### src/pmbus_regs_pkg.sv
// Package: command codes, field layouts and timing constants of the register bank
package pmbus_regs_pkg;
    localparam logic [7:0] CMD_VIN_OV_FAULT = 8'h55;
    localparam logic [7:0] CMD_VIN_OV_WARN = 8'h57;
    localparam logic [7:0] CMD_BOOT_4_7 = 8'h5e;
    localparam logic [7:0] CMD_BOOT_8_D = 8'h5f;
    localparam logic [7:0] CMD_TON_DLY = 8'h60;
    localparam logic [7:0] CMD_TON_RAMP = 8'h61;
    localparam logic [7:0] CMD_TOFF_DLY = 8'h64;
    localparam logic [7:0] CMD_TOFF_RAMP = 8'h65;
    localparam logic [7:0] CMD_BOOT_E_F = 8'h6a;
    localparam logic [7:0] CMD_STATUS_ONE = 8'h78;
    localparam logic [7:0] CMD_SUMMARY = 8'h79;
    localparam logic [7:0] CMD_VOUT_FLAGS = 8'h7a;
    localparam logic [7:0] CMD_IOUT_FLAGS = 8'h7b;
    localparam logic [7:0] CMD_INPUT_FLAGS = 8'h7c;
    localparam logic [7:0] CMD_THERM_FLAGS = 8'h7d;
    localparam logic [7:0] CMD_CML_FLAGS = 8'h7e;
    localparam logic [7:0] CMD_SI_REV = 8'h80;
    localparam logic [7:0] CMD_SENSED_INPUT_VOLTAGE = 8'h88;
    localparam logic [7:0] CMD_SENSED_OUTPUT_VOLTAGE = 8'h8b;
    localparam logic [7:0] CMD_SENSED_OUTPUT_CURRENT = 8'h8c;
    localparam logic [7:0] CMD_READ_TEMP = 8'h8d;
    localparam logic [7:0] CMD_PROTO_REV = 8'h98;

    localparam int VIN_LIM_W = 7;
    localparam int BOOT_W = 10;
    localparam int DLY_W = 10;
    localparam int RAMP_W = 9;
    localparam int REF_W = 12;
    localparam logic [7:0] PROTO_REV_VALUE = 8'h33;
    localparam logic [7:0] SI_REV_VALUE = 8'h01; // Arbitrary value
    localparam logic [15:0] VIN_LIM_MASK = 16'h007f;
    localparam logic [15:0] BOOT_MASK = 16'h03ff;
    localparam logic [15:0] DLY_MASK = 16'h03ff;
    localparam logic [15:0] RAMP_MASK = 16'h01ff;
    localparam logic [7:0] VOUT_FLAG_MASK = 8'h98;
    localparam logic [7:0] IOUT_FLAG_MASK = 8'hf8;
    localparam logic [7:0] INPUT_FLAG_MASK = 8'hc8;
    localparam logic [7:0] THERM_FLAG_MASK = 8'hc1;
    localparam logic [7:0] CML_FLAG_MASK = 8'hf3;
    localparam logic [7:0] TEMP_MASK = 8'hff;

    // Summary word bit positions, then the status-byte bits behind the VOV and IOC summary bits
    localparam int SW_VOUT = 15;
    localparam int SW_IOUT = 14;
    localparam int SW_INPUT = 13;
    localparam int SW_PGOOD = 11;
    localparam int SW_WDOG = 8;
    localparam int SW_BUSY = 7;
    localparam int SW_OFF = 6;
    localparam int SW_VOV = 5;
    localparam int SW_IOC = 4;
    localparam int SW_TEMP = 2;
    localparam int SW_CML = 1;
    localparam int SW_PSTAGE = 0;
    localparam int VOUT_OV_BIT = 7;
    localparam int IOUT_OC_BIT = 7;

    // 0.1 ms per count at 50 MHz
    localparam int CLK_HZ = 50_000_000;
    localparam int TICK_US = 100;
    localparam int TICK_CYC = CLK_HZ / 1_000_000 * TICK_US;
    localparam int TICK_W = 13;

    // Boot step is four reference steps
    localparam int BOOT_SHIFT = 2;
    localparam logic [3:0] NIB_GRP_8 = 4'h8;
    localparam logic [3:0] NIB_GRP_E = 4'he;
    localparam logic [3:0] NIB_GRP_4 = 4'h4;

    typedef struct packed {
        logic [7:0] vout;
        logic [7:0] iout;
        logic [7:0] input_s;
        logic [7:0] therm;
        logic [7:0] comm_memory_logic_flag;
        logic power_good;
        logic watchdog;
        logic busy;
        logic power_stage;
    } fault_flags_t;

    typedef struct packed {
        logic [15:0] vin;
        logic [15:0] vout;
        logic [15:0] iout;
        logic [15:0] temp;
    } telemetry_t;

    typedef enum logic [4:0] {
        SEQ_OFF = 5'b00001,
        SEQ_ON_DLY = 5'b00010,
        SEQ_RISE = 5'b00100,
        SEQ_ON = 5'b01000,
        SEQ_FALL = 5'b10000
    } seq_state_t;
endpackage

### src/pmbus_limit_status_telemetry_regs.sv
// Register bank with boot-voltage selection and soft start/stop sequencer
module pmbus_limit_status_telemetry_regs #(
    parameter int TICK_CYCLES = pmbus_regs_pkg::TICK_CYC
) (
    input wire logic i_ref_clk,
    input wire logic i_rst,
    input wire logic i_wr_en,
    input wire logic i_rd_en,
    input wire logic [7:0] i_cmd,
    input wire logic [15:0] i_wr_data,
    input wire logic [1:0] i_output_voltage_format,
    input wire logic i_address_source_select,
    input wire logic i_boot_voltage_source_select,
    input wire logic [3:0] i_addr_nibble,
    input wire logic [pmbus_regs_pkg::REF_W-1:0] i_register_boot_voltage,
    input wire logic [pmbus_regs_pkg::REF_W-1:0] i_target_ref,
    input wire logic i_start,
    input wire logic i_stop,
    input wire pmbus_regs_pkg::fault_flags_t i_flags,
    input wire pmbus_regs_pkg::telemetry_t i_telem,
    output logic [15:0] o_rd_data,
    output logic o_rd_valid,
    output logic o_cmd_known,
    output logic [pmbus_regs_pkg::REF_W-1:0] o_ref,
    output logic [pmbus_regs_pkg::REF_W-1:0] o_boot_ref,
    output logic o_output_off,
    output logic [pmbus_regs_pkg::VIN_LIM_W-1:0] o_vin_ov_fault_threshold,
    output logic [pmbus_regs_pkg::VIN_LIM_W-1:0] o_vin_ov_warn_threshold
);
    import pmbus_regs_pkg::*;

    // Writable registers
    logic [VIN_LIM_W-1:0] ovf_q, ovf_d, ovw_q, ovw_d;
    logic [BOOT_W-1:0] boot47_q, boot47_d, boot8d_q, boot8d_d, bootef_q, bootef_d;
    logic [DLY_W-1:0] ton_dly_q, ton_dly_d, toff_dly_q, toff_dly_d;
    logic [RAMP_W-1:0] ton_ramp_q, ton_ramp_d, toff_ramp_q, toff_ramp_d;

    always_comb begin
        ovf_d = ovf_q;
        ovw_d = ovw_q;
        boot47_d = boot47_q;
        boot8d_d = boot8d_q;
        bootef_d = bootef_q;
        ton_dly_d = ton_dly_q;
        ton_ramp_d = ton_ramp_q;
        toff_dly_d = toff_dly_q;
        toff_ramp_d = toff_ramp_q;
        // Writes refused while the nonvolatile copy runs
        if (i_wr_en && !i_flags.busy) begin
            unique case (i_cmd)
                CMD_VIN_OV_FAULT: ovf_d = i_wr_data[VIN_LIM_W-1:0];
                CMD_VIN_OV_WARN: ovw_d = i_wr_data[VIN_LIM_W-1:0];
                CMD_BOOT_4_7: boot47_d = i_wr_data[BOOT_W-1:0];
                CMD_BOOT_8_D: boot8d_d = i_wr_data[BOOT_W-1:0];
                CMD_BOOT_E_F: bootef_d = i_wr_data[BOOT_W-1:0];
                CMD_TON_DLY: ton_dly_d = i_wr_data[DLY_W-1:0];
                CMD_TON_RAMP: ton_ramp_d = i_wr_data[RAMP_W-1:0];
                CMD_TOFF_DLY: toff_dly_d = i_wr_data[DLY_W-1:0];
                CMD_TOFF_RAMP: toff_ramp_d = i_wr_data[RAMP_W-1:0];
                default: ; // Read-only and unknown codes change nothing
            endcase
        end
    end

    always_ff @(posedge i_ref_clk) begin
        if (i_rst) begin
            ovf_q <= '0;
            ovw_q <= '0;
            boot47_q <= '0;
            boot8d_q <= '0;
            bootef_q <= '0;
            ton_dly_q <= '0;
            ton_ramp_q <= '0;
            toff_dly_q <= '0;
            toff_ramp_q <= '0;
        end else begin
            ovf_q <= ovf_d;
            ovw_q <= ovw_d;
            boot47_q <= boot47_d;
            boot8d_q <= boot8d_d;
            bootef_q <= bootef_d;
            ton_dly_q <= ton_dly_d;
            ton_ramp_q <= ton_ramp_d;
            toff_dly_q <= toff_dly_d;
            toff_ramp_q <= toff_ramp_d;
        end
    end

    // Pin-strap synchroniser for the address nibble
    logic [3:0] nib_s1_q, nib_s2_q;
    always_ff @(posedge i_ref_clk) begin
        if (i_rst) begin
            nib_s1_q <= '0;
            nib_s2_q <= '0;
        end else begin
            nib_s1_q <= i_addr_nibble;
            nib_s2_q <= nib_s1_q;
        end
    end

    // Boot target: boot code shifted up two bits into reference steps when boot source set, address source clear, nibble >= 4; else register boot voltage
    logic [BOOT_W-1:0] boot_sel;
    logic [REF_W-1:0] boot_d, boot_q;
    always_comb begin
        if (nib_s2_q >= NIB_GRP_E) begin
            boot_sel = bootef_q;
        end else if (nib_s2_q >= NIB_GRP_8) begin
            boot_sel = boot8d_q;
        end else begin
            boot_sel = boot47_q;
        end
        if (!i_address_source_select && i_boot_voltage_source_select && nib_s2_q >= NIB_GRP_4) begin
            boot_d = REF_W'({boot_sel, {BOOT_SHIFT{1'b0}}});
        end else begin
            boot_d = i_register_boot_voltage;
        end
    end

    // Power sequencer
    seq_state_t st_q, st_d;
    logic [TICK_W-1:0] tick_q, tick_d;
    logic [DLY_W-1:0] cnt_q, cnt_d;
    logic [REF_W-1:0] ref_q, ref_d, start_q, start_d;
    logic tick;
    logic [REF_W+RAMP_W-1:0] span;

    assign tick = (tick_q == TICK_W'(TICK_CYCLES - 1));

    always_comb begin
        st_d = st_q;
        cnt_d = cnt_q;
        ref_d = ref_q;
        start_d = start_q;
        tick_d = tick ? '0 : tick_q + 1'b1;
        span = '0;
        unique case (st_q)
            SEQ_OFF: begin
                if (i_start) begin
                    st_d = SEQ_ON_DLY;
                    cnt_d = '0;
                    tick_d = '0;
                end
            end
            SEQ_ON_DLY: begin
                if (cnt_q >= ton_dly_q) begin
                    st_d = SEQ_RISE;
                    cnt_d = '0;
                    start_d = ref_q;
                end else if (tick) begin
                    cnt_d = cnt_q + 1'b1;
                end
            end
            SEQ_RISE: begin
                // A zero ramp count leaves at once, so the divider never sees zero
                if (cnt_q >= DLY_W'(ton_ramp_q)) begin
                    st_d = SEQ_ON;
                    ref_d = boot_q;
                end else begin
                    // Linear interpolation between start and target
                    span = (REF_W+RAMP_W)'(boot_q - start_q) * (REF_W+RAMP_W)'(cnt_q);
                    ref_d = start_q + REF_W'(span / (REF_W+RAMP_W)'(ton_ramp_q));
                    if (tick) begin
                        cnt_d = cnt_q + 1'b1;
                    end
                end
            end
            SEQ_ON: begin
                ref_d = i_target_ref;
                if (i_stop) begin
                    st_d = SEQ_FALL;
                    cnt_d = '0;
                    tick_d = '0;
                    start_d = ref_q;
                end
            end
            SEQ_FALL: begin
                // Turn-off delay counts first, then the fall ramp
                if (cnt_q < toff_dly_q) begin
                    if (tick) begin
                        cnt_d = cnt_q + 1'b1;
                    end
                end else if (cnt_q - toff_dly_q >= DLY_W'(toff_ramp_q)) begin
                    st_d = SEQ_OFF;
                    ref_d = '0;
                end else begin
                    span = (REF_W+RAMP_W)'(start_q) * (REF_W+RAMP_W)'(cnt_q - toff_dly_q);
                    ref_d = start_q - REF_W'(span / (REF_W+RAMP_W)'(toff_ramp_q));
                    if (tick) begin
                        cnt_d = cnt_q + 1'b1;
                    end
                end
            end
        endcase
    end

    always_ff @(posedge i_ref_clk) begin
        if (i_rst) begin
            st_q <= SEQ_OFF;
            tick_q <= '0;
            cnt_q <= '0;
            ref_q <= '0;
            start_q <= '0;
            boot_q <= '0;
        end else begin
            st_q <= st_d;
            tick_q <= tick_d;
            cnt_q <= cnt_d;
            ref_q <= ref_d;
            start_q <= start_d;
            boot_q <= boot_d;
        end
    end

    // Status composition
    logic [7:0] vout_f, iout_f, inp_f, therm_f, cml_f;
    logic [15:0] summary;
    logic off_now;
    assign vout_f = i_flags.vout & VOUT_FLAG_MASK;
    assign iout_f = i_flags.iout & IOUT_FLAG_MASK;
    assign inp_f = i_flags.input_s & INPUT_FLAG_MASK;
    assign therm_f = i_flags.therm & THERM_FLAG_MASK;
    assign cml_f = i_flags.comm_memory_logic_flag & CML_FLAG_MASK;
    // Power still flows while the reference winds down
    assign off_now = (st_q == SEQ_OFF) || (st_q == SEQ_ON_DLY);

    always_comb begin
        summary = '0;
        summary[SW_VOUT] = |vout_f;
        summary[SW_IOUT] = |iout_f;
        summary[SW_INPUT] = |inp_f;
        summary[SW_PGOOD] = i_flags.power_good;
        summary[SW_WDOG] = i_flags.watchdog;
        summary[SW_BUSY] = i_flags.busy;
        summary[SW_OFF] = off_now;
        summary[SW_VOV] = vout_f[VOUT_OV_BIT];
        summary[SW_IOC] = iout_f[IOUT_OC_BIT];
        summary[SW_TEMP] = |therm_f;
        summary[SW_CML] = |cml_f;
        summary[SW_PSTAGE] = i_flags.power_stage;
    end

    // Read mux; reserved bits stay zero
    logic [15:0] rd_word;
    logic code_known;
    logic [15:0] rd_d, rd_q;
    logic known_d, known_q;
    logic rv_d, rv_q;
    always_comb begin
        rd_word = '0;
        code_known = 1'b1;
        unique case (i_cmd)
            CMD_VIN_OV_FAULT: rd_word = 16'(ovf_q) & VIN_LIM_MASK;
            CMD_VIN_OV_WARN: rd_word = 16'(ovw_q) & VIN_LIM_MASK;
            CMD_BOOT_4_7: rd_word = 16'(boot47_q) & BOOT_MASK;
            CMD_BOOT_8_D: rd_word = 16'(boot8d_q) & BOOT_MASK;
            CMD_BOOT_E_F: rd_word = 16'(bootef_q) & BOOT_MASK;
            CMD_TON_DLY: rd_word = 16'(ton_dly_q) & DLY_MASK;
            CMD_TON_RAMP: rd_word = 16'(ton_ramp_q) & RAMP_MASK;
            CMD_TOFF_DLY: rd_word = 16'(toff_dly_q) & DLY_MASK;
            CMD_TOFF_RAMP: rd_word = 16'(toff_ramp_q) & RAMP_MASK;
            CMD_STATUS_ONE: rd_word = {8'h00, summary[7:0]};
            CMD_SUMMARY: rd_word = summary;
            CMD_VOUT_FLAGS: rd_word = {8'h00, vout_f};
            CMD_IOUT_FLAGS: rd_word = {8'h00, iout_f};
            CMD_INPUT_FLAGS: rd_word = {8'h00, inp_f};
            CMD_THERM_FLAGS: rd_word = {8'h00, therm_f};
            CMD_CML_FLAGS: rd_word = {8'h00, cml_f};
            CMD_SI_REV: rd_word = {8'h00, SI_REV_VALUE};
            CMD_SENSED_INPUT_VOLTAGE: rd_word = i_telem.vin;
            CMD_SENSED_OUTPUT_VOLTAGE: rd_word = i_telem.vout;
            CMD_SENSED_OUTPUT_CURRENT: rd_word = i_telem.iout;
            CMD_READ_TEMP: rd_word = {8'h00, i_telem.temp[7:0] & TEMP_MASK};
            CMD_PROTO_REV: rd_word = {8'h00, PROTO_REV_VALUE};
            default: code_known = 1'b0;
        endcase
    end

    // Read data holds until the next read; the mapped flag follows any access
    always_comb begin
        rd_d = i_rd_en ? rd_word : rd_q;
        known_d = (i_rd_en || i_wr_en) ? code_known : known_q;
        rv_d = i_rd_en;
    end

    always_ff @(posedge i_ref_clk) begin
        if (i_rst) begin
            rd_q <= '0;
            known_q <= 1'b0;
            rv_q <= 1'b0;
        end else begin
            rd_q <= rd_d;
            known_q <= known_d;
            rv_q <= rv_d;
        end
    end

    // Sensed output voltage passes through; the format input is not used anywhere
    logic off_q;
    always_ff @(posedge i_ref_clk) begin
        if (i_rst) begin
            off_q <= 1'b1;
        end else begin
            off_q <= off_now;
        end
    end

    assign o_rd_data = rd_q;
    assign o_rd_valid = rv_q;
    assign o_cmd_known = known_q;
    assign o_ref = ref_q;
    assign o_boot_ref = boot_q;
    assign o_output_off = off_q;
    assign o_vin_ov_fault_threshold = ovf_q;
    assign o_vin_ov_warn_threshold = ovw_q;
endmodule

### config.mk
export PLATFORM = sky130hd
export DESIGN_NAME = pmbus_limit_status_telemetry_regs
export DESIGN_NICKNAME = d
export VERILOG_FILES = /design/src/pmbus_regs_pkg.sv /design/src/pmbus_limit_status_telemetry_regs.sv
export SDC_FILE = /design/constraint.sdc
export NUM_CORES = 2
export LEC_CHECK = 0
export ABC_AREA = 1
export BUFFER_PORTS_ARGS = -buffer_cell sky130_fd_sc_hd__buf_2
export CORE_MARGIN = 10
export CORE_UTILIZATION = 52
export DETAILED_ROUTE_END_ITERATION = 8
export PLACE_DENSITY = 0.7
export SYNTH_ARGS = -nofsm -noshare
export SYNTH_HDL_FRONTEND = slang
export SYNTH_SLANG_ARGS = --single-unit
### constraint.sdc
create_clock -name i_ref_clk -period 73.5 [get_ports i_ref_clk]
set_clock_uncertainty 0.2 [all_clocks]
set_input_delay 0 -clock i_ref_clk [delete_from_list [all_inputs] [get_ports i_ref_clk]]
set_output_delay 0 -clock i_ref_clk [all_outputs]
set_load 0.02 [all_outputs]
* Word level (Yosys, flattened, before mapping) *
Cells that the tools add are included.
W data, S select, Z words.

storage, ports and cells
  input port bits = 170
  output and inout port bits = 57
  word-level logic and storage cells = 136
  register bits = 173

cells by class
  equality and inequality tests = 36
  $mul = 2
  $add $sub $neg = 7
  magnitude comparators = 7
  divide/modulo/power cells = 2
  mux-type cells = 31
  reduce and logical (&&, ||, !) cells = 29

operators with widths
  operator                 count
  $pmux W16 S22            1
  $eq A8 B7 Y1 const B     16
  $mux W10                 9
  $mux W12                 6
  $pmux W10 S5             1
  $eq A8 B8 Y1 const B     6
  $div A21 B9 Y21          2
  $mul A13 B11 Y21         2
  $mux W13                 3
  $pmux W12 S3             1
  $mux W5                  6
  $pmux W13 S2             1
  $pmux W5 S5              1
  $pmux W12 S2             1
  $reduce_or A22 Y1        1
  $ge A10 B9 Y1            2
  $reduce_and A2 Y1        10
  $ne A2 B2 Y1 const B     7
  $add A13 B1 Y13 const B  1
  $eq A13 B13 Y1 const B   1
  $sub A12 B12 Y13         1
  $add A12 B12 Y12         1
  $sub A12 B12 Y12         1
  $sub A10 B10 Y11         1
  25 further kinds         32

* Depth between registers and ports, before layout *
  word-level depth = 7
  gate-level depth with buffers = 356
  mapped depth without buffers = 340

* Worst setup path before layout *
Ideal clock, no wire load.

  path type = flip-flop to flip-flop
  start = register cnt_q[0]
  end = register ref_q[10], in the netlist o_ref[10]
  slack = 24.111 ns
  arrival time = 49.058 ns
  buffers on the path = 16
  required time = 73.169 ns
  stages on the path, launching flop included = 333
  library setup time = 0.131 ns
  clock period less this slack = 49.389 ns
  path through = dfxtp_1 buf_2 clkinv_1 ha_1 fa_1 inv_1 a21oi_1 or2_2 nand2_1 a21oi_1 or2_2 nand2_1 nor2_1 fa_1 inv_1 fa_1 fa_1 inv_1 [... 297 more ...] nand3_1 ha_1 fa_1 o31ai_1 inv_1 nor2_1 o21ai_0 nand2_1 a21oi_1 nor2_1 nor2_1 inv_1 a21oi_1 o21ai_0 xnor2_1 nor2_1 a21oi_1 a31oi_1

on the way
  cells in the longest elaborated chain, start to end = 7
  elaborated cells between the ends (all ways) = 17
  those cells by class = add/sub (4); mul (2); div (2); order compare (3); eq/ne (1); mux (4); reduce/logical (1)

ends and longest elaborated chain
  what                      RTL line                                  source
  start: declaration        pmbus_limit_status_telemetry_regs.sv:122  logic [DLY_W-1:0] cnt_q, cnt_d;
  start signal: assignment  pmbus_limit_status_telemetry_regs.sv:207  cnt_q <= cnt_d;
  $sub A10 B10 Y11          pmbus_limit_status_telemetry_regs.sv:186  span = (REF_W+RAMP_W)'(start_q) * (REF_W+RAMP_W)'(cnt_q - toff_dly_q);
  $mul A13 B11 Y21          pmbus_limit_status_telemetry_regs.sv:186
  $div A21 B9 Y21           pmbus_limit_status_telemetry_regs.sv:187  ref_d = start_q - REF_W'(span / (REF_W+RAMP_W)'(toff_ramp_q));
  $sub A12 B12 Y12          pmbus_limit_status_telemetry_regs.sv:187
  $mux W12                  pmbus_limit_status_telemetry_regs.sv:182  end else if (cnt_q - toff_dly_q >= DLY_W'(toff_ramp_q)) begin
  $mux W12                  pmbus_limit_status_telemetry_regs.sv:178  if (cnt_q < toff_dly_q) begin
  $pmux W12 S3              pmbus_limit_status_telemetry_regs.sv:136  unique case (st_q)
  end signal: assignment    pmbus_limit_status_telemetry_regs.sv:208  ref_q <= ref_d;
  end: declaration          pmbus_limit_status_telemetry_regs.sv:123  logic [REF_W-1:0] ref_q, ref_d, start_q, start_d;

Several ways; a longest one is shown, not always the timed one. The select of a mux whose other input is x is not followed.
A chain may end at the register's enable or synchronous reset.

* Worst setup path in the final report *
  start = register start_q[5]
  end = register ref_q[10], in the netlist o_ref[10]

on the way
  cells in the longest elaborated chain, start to end = 6
  elaborated cells between the ends (all ways) = 11
  those cells by class = add/sub (3); mul (2); div (2); mux (4)

ends and longest elaborated chain
  what                                                  RTL line                                                                            source
  start: declaration                                    pmbus_limit_status_telemetry_regs.sv:123
  start signal: assignment                              pmbus_limit_status_telemetry_regs.sv:209                                            start_q <= start_d;
  $sub A12 B12 Y13 or $mul A13 B11 Y21 (tied branches)  pmbus_limit_status_telemetry_regs.sv:160, pmbus_limit_status_telemetry_regs.sv:186
  $mul A13 B11 Y21 or $div A21 B9 Y21 (tied branches)   pmbus_limit_status_telemetry_regs.sv:160, pmbus_limit_status_telemetry_regs.sv:187
  $div A21 B9 Y21 or $sub A12 B12 Y12 (tied branches)   pmbus_limit_status_telemetry_regs.sv:161, pmbus_limit_status_telemetry_regs.sv:187
  $add A12 B12 Y12 or $mux W12 (tied branches)          pmbus_limit_status_telemetry_regs.sv:161, pmbus_limit_status_telemetry_regs.sv:182
  $mux W12 (on tied branches)                           pmbus_limit_status_telemetry_regs.sv:155, pmbus_limit_status_telemetry_regs.sv:178
  $pmux W12 S3 *                                        pmbus_limit_status_telemetry_regs.sv:136

Mark *: on every way between the ends. The rest lies on a longest branch, timed or not. The select of a mux whose other input is x is not followed.

==> metrics <==
Core Box Area=71,240 um^2; total congestion overflow=0; CTS Root Cell=clkbuf_16; async set-reset flop share out of synthesis=0; Synth Instances=5,676; DRT Wirelength=111,700 um; syn nets=6,536; Vias/cell=5.458; Die W=287.6 um; CP Capture Type=flip-flop; top cell type's share of synthesized area=0.1644; drt drc=0; CP required=73,600 ps; WHS Path Cells=6; Reg2Reg Depth=325; vias in the first global route=35,910; Tightest Hold Check Type=input port to flip-flop; Final Hold Vio Count=0; Crit Path Max Fanout=25; Hold Path End=boot8d_q[4]; area delta synth->final=9.378%; port buffer count=189; worst hold start=i_cmd[2]; crit path max-delay cell type=fa_1; min cycle time layout=57,130 ps; CTS tree=built; die area=82,690 um^2; biggest area consumer among synthesized cells=ha_1; latest clock arrival within the worst-skew pair=440 ps; Post-Layout Inst Area=40,720 um^2; largest net degree at the start of global routing=91; sequential share of the synthesized area=0.09196; Syn Area/Cell=6.558 um^2; Worst-path clk slew=70 ps; initial antenna violation count=6; max incr delay on CP=770 ps; Crit path top cell by count=inv_1; Critical Path AT=57,240 ps; Post-synth EDFFs=0; fin nets=6,768; routability cong.=0.9620; Pins Over Slew Limit=0; Worst R2R Setup Slack=16,370 ps; RR Endpoint=o_ref[10]; global-route usage over all layers=0.2664; cell with the most instances after synthesis=nand2_1; clock sinks=171; routed len/inst=16.25 um; routed vias=37,540; RSZ-0062 raised after global routing=no; FMAX=17.50 MHz; share of layout cells above drive strength 1=0.09086; #FFs+latches synth=171; Slew headroom=0.2019; first drt pass iteration count=7; Die H=287.6 um; Syn. warnings=0; H-tree levels=4; worst-margin pin slew=1189 ps; TritonCTS buffer count=17; synth unique cells=71; status=complete, no violations; Mapped Area=37,220 um^2; Reg2Reg Launch Point=start_q[5]; setup bufs post-CTS=0; # fillers=6,957; Ports=227; top area cells in the synthesized netlist=ha_1, nand2_1, fa_1; worst setup margin=16,370 ps; WHS=27.84 ps; CTS Buffer Depth=2; startpoint types=flip-flop; first-pass GRT wire length=181,300 um; top post-synthesis cells by count=nand2_1, inv_1, nor2_1; Initial Util=0.5225; Iter 0 DRT Violations=2,564; Rows=98; Sum Neg Setup Slack=0 ps; Setup WS pre-CTS=16,770 ps; hpwl dp=89,900 um; crit path kind=flip-flop to flip-flop; area of placed instances=39,100 um^2; Main synth FF type=dfxtp_1; Max Cap Violations=0; Routed Antenna Nets=0; period utilisation layout=0.7773; final setup vio count=0
repair_timing:
action / CTS / global route
gates resized for setup: 0 / 0
hold endpoints to repair: 130 / 0
hold buffers: 102 / 0
cells in the final DEF, fill, tap and decap left out, drive strengths merged, types with 22 or more instances in the layout:
master / count
nand3: 302
fa: 201
o211ai: 36
nor2: 547
dfxtp: 171
a211oi: 27
buf: 222
xnor2: 107
a21o: 53
a21oi: 381
nand4: 87
ha: 489
o21bai: 50
inv: 1011
o22ai: 24
or2: 38
nor3: 58
o21ai: 385
dlygate4sd3: 102
nand2: 1250
xor2: 176
a221oi: 22
worst max-delay path: cells and delay by family (launching register included):
family                     cells  cell delay [ps]
AOI/OAI and AO/OA            122            22360
DFF                            1              600
and+or+nand+nor              112            15710
buffers and inverters         60             6950
xor gates and xnor gates       1              160
adders and majority gates     30            10730
kinds of logic after synthesis:
| group | count (synthesis) | share of synthesized area |
|---|---|---|
| DFF | 171 | 0.09196 |
| buffers and inverters | 1131 | 0.1168 |
| adders and majority gates | 690 | 0.2725 |
| xor gates and xnor gates | 283 | 0.06699 |
| and+or+nand+nor | 2339 | 0.2877 |
| AOI/OAI and AO/OA | 1061 | 0.1638 |
| muxes | 1 | 0.0002689 |
through the flow:
step                      utilization  std cells
after global routing           0.5715       6877
final                          0.5715       6877
after floorplan                     -       5676
after global placement         0.5488       6737
after CTS                      0.5713       6871
after detailed placement       0.5488       6737
sequential cells by signal, indices dropped and copies added (netlist names):
name                      cells
boot47_q                     10
boot8d_q                     10
bootef_q                     10
cnt_q                        10
nib_s1_q                      3
nib_s2_q                      3
o_boot_ref                   12
o_cmd_known                   1
o_output_off                  1
o_rd_data                    16
o_rd_valid                    1
o_ref                        12
o_vin_ov_fault_threshold      7
o_vin_ov_warn_threshold       7
st_q                          5
start_q                      12
tick_q                       13
toff_dly_q                   10
toff_ramp_q                   9
ton_dly_q                    10
ton_ramp_q                    9
cell type report:
| type | instances | area [um^2] | area share |
|---|---|---|---|
| Multi-Input combinational cell | 4374 | 29460 | 0.7235 |
| Inverter | 1020 | 3834 | 0.09416 |
| Sequential cell | 171 | 3423 | 0.08408 |
| Timing Repair Buffer | 324 | 2215 | 0.05439 |
| Tap cell | 950 | 1189 | 0.02919 |
| Clock buffer | 18 | 429.2 | 0.01054 |
| Clock inverter | 14 | 151.4 | 0.003718 |
| Antenna cell | 6 | 15.01 | 0.0003688 |
metal layers:
metal,GRT usage,vias to the layer above,part of all wire
met1,0.3462,17320,0.44
met2,0.4453,1099,0.45
met4,0.07004,0,0.027
li1,-,18940,-
met5,0,-,0
met3,0.05086,184,0.075
worst max path at each step:
stage	from	to	slack [ps]
after floorplan	cnt_q[0]	o_ref[10]	24110
after detailed placement	start_q[5]	o_ref[10]	16770
after global routing	start_q[5]	o_ref[10]	9800
final	start_q[5]	o_ref[10]	16370
after global placement	start_q[6]	o_ref[10]	17740
after CTS	start_q[5]	o_ref[10]	16540
Power is not shown: default switching activity piles up to over one toggle a cycle in this logic, so the estimate is an artifact.
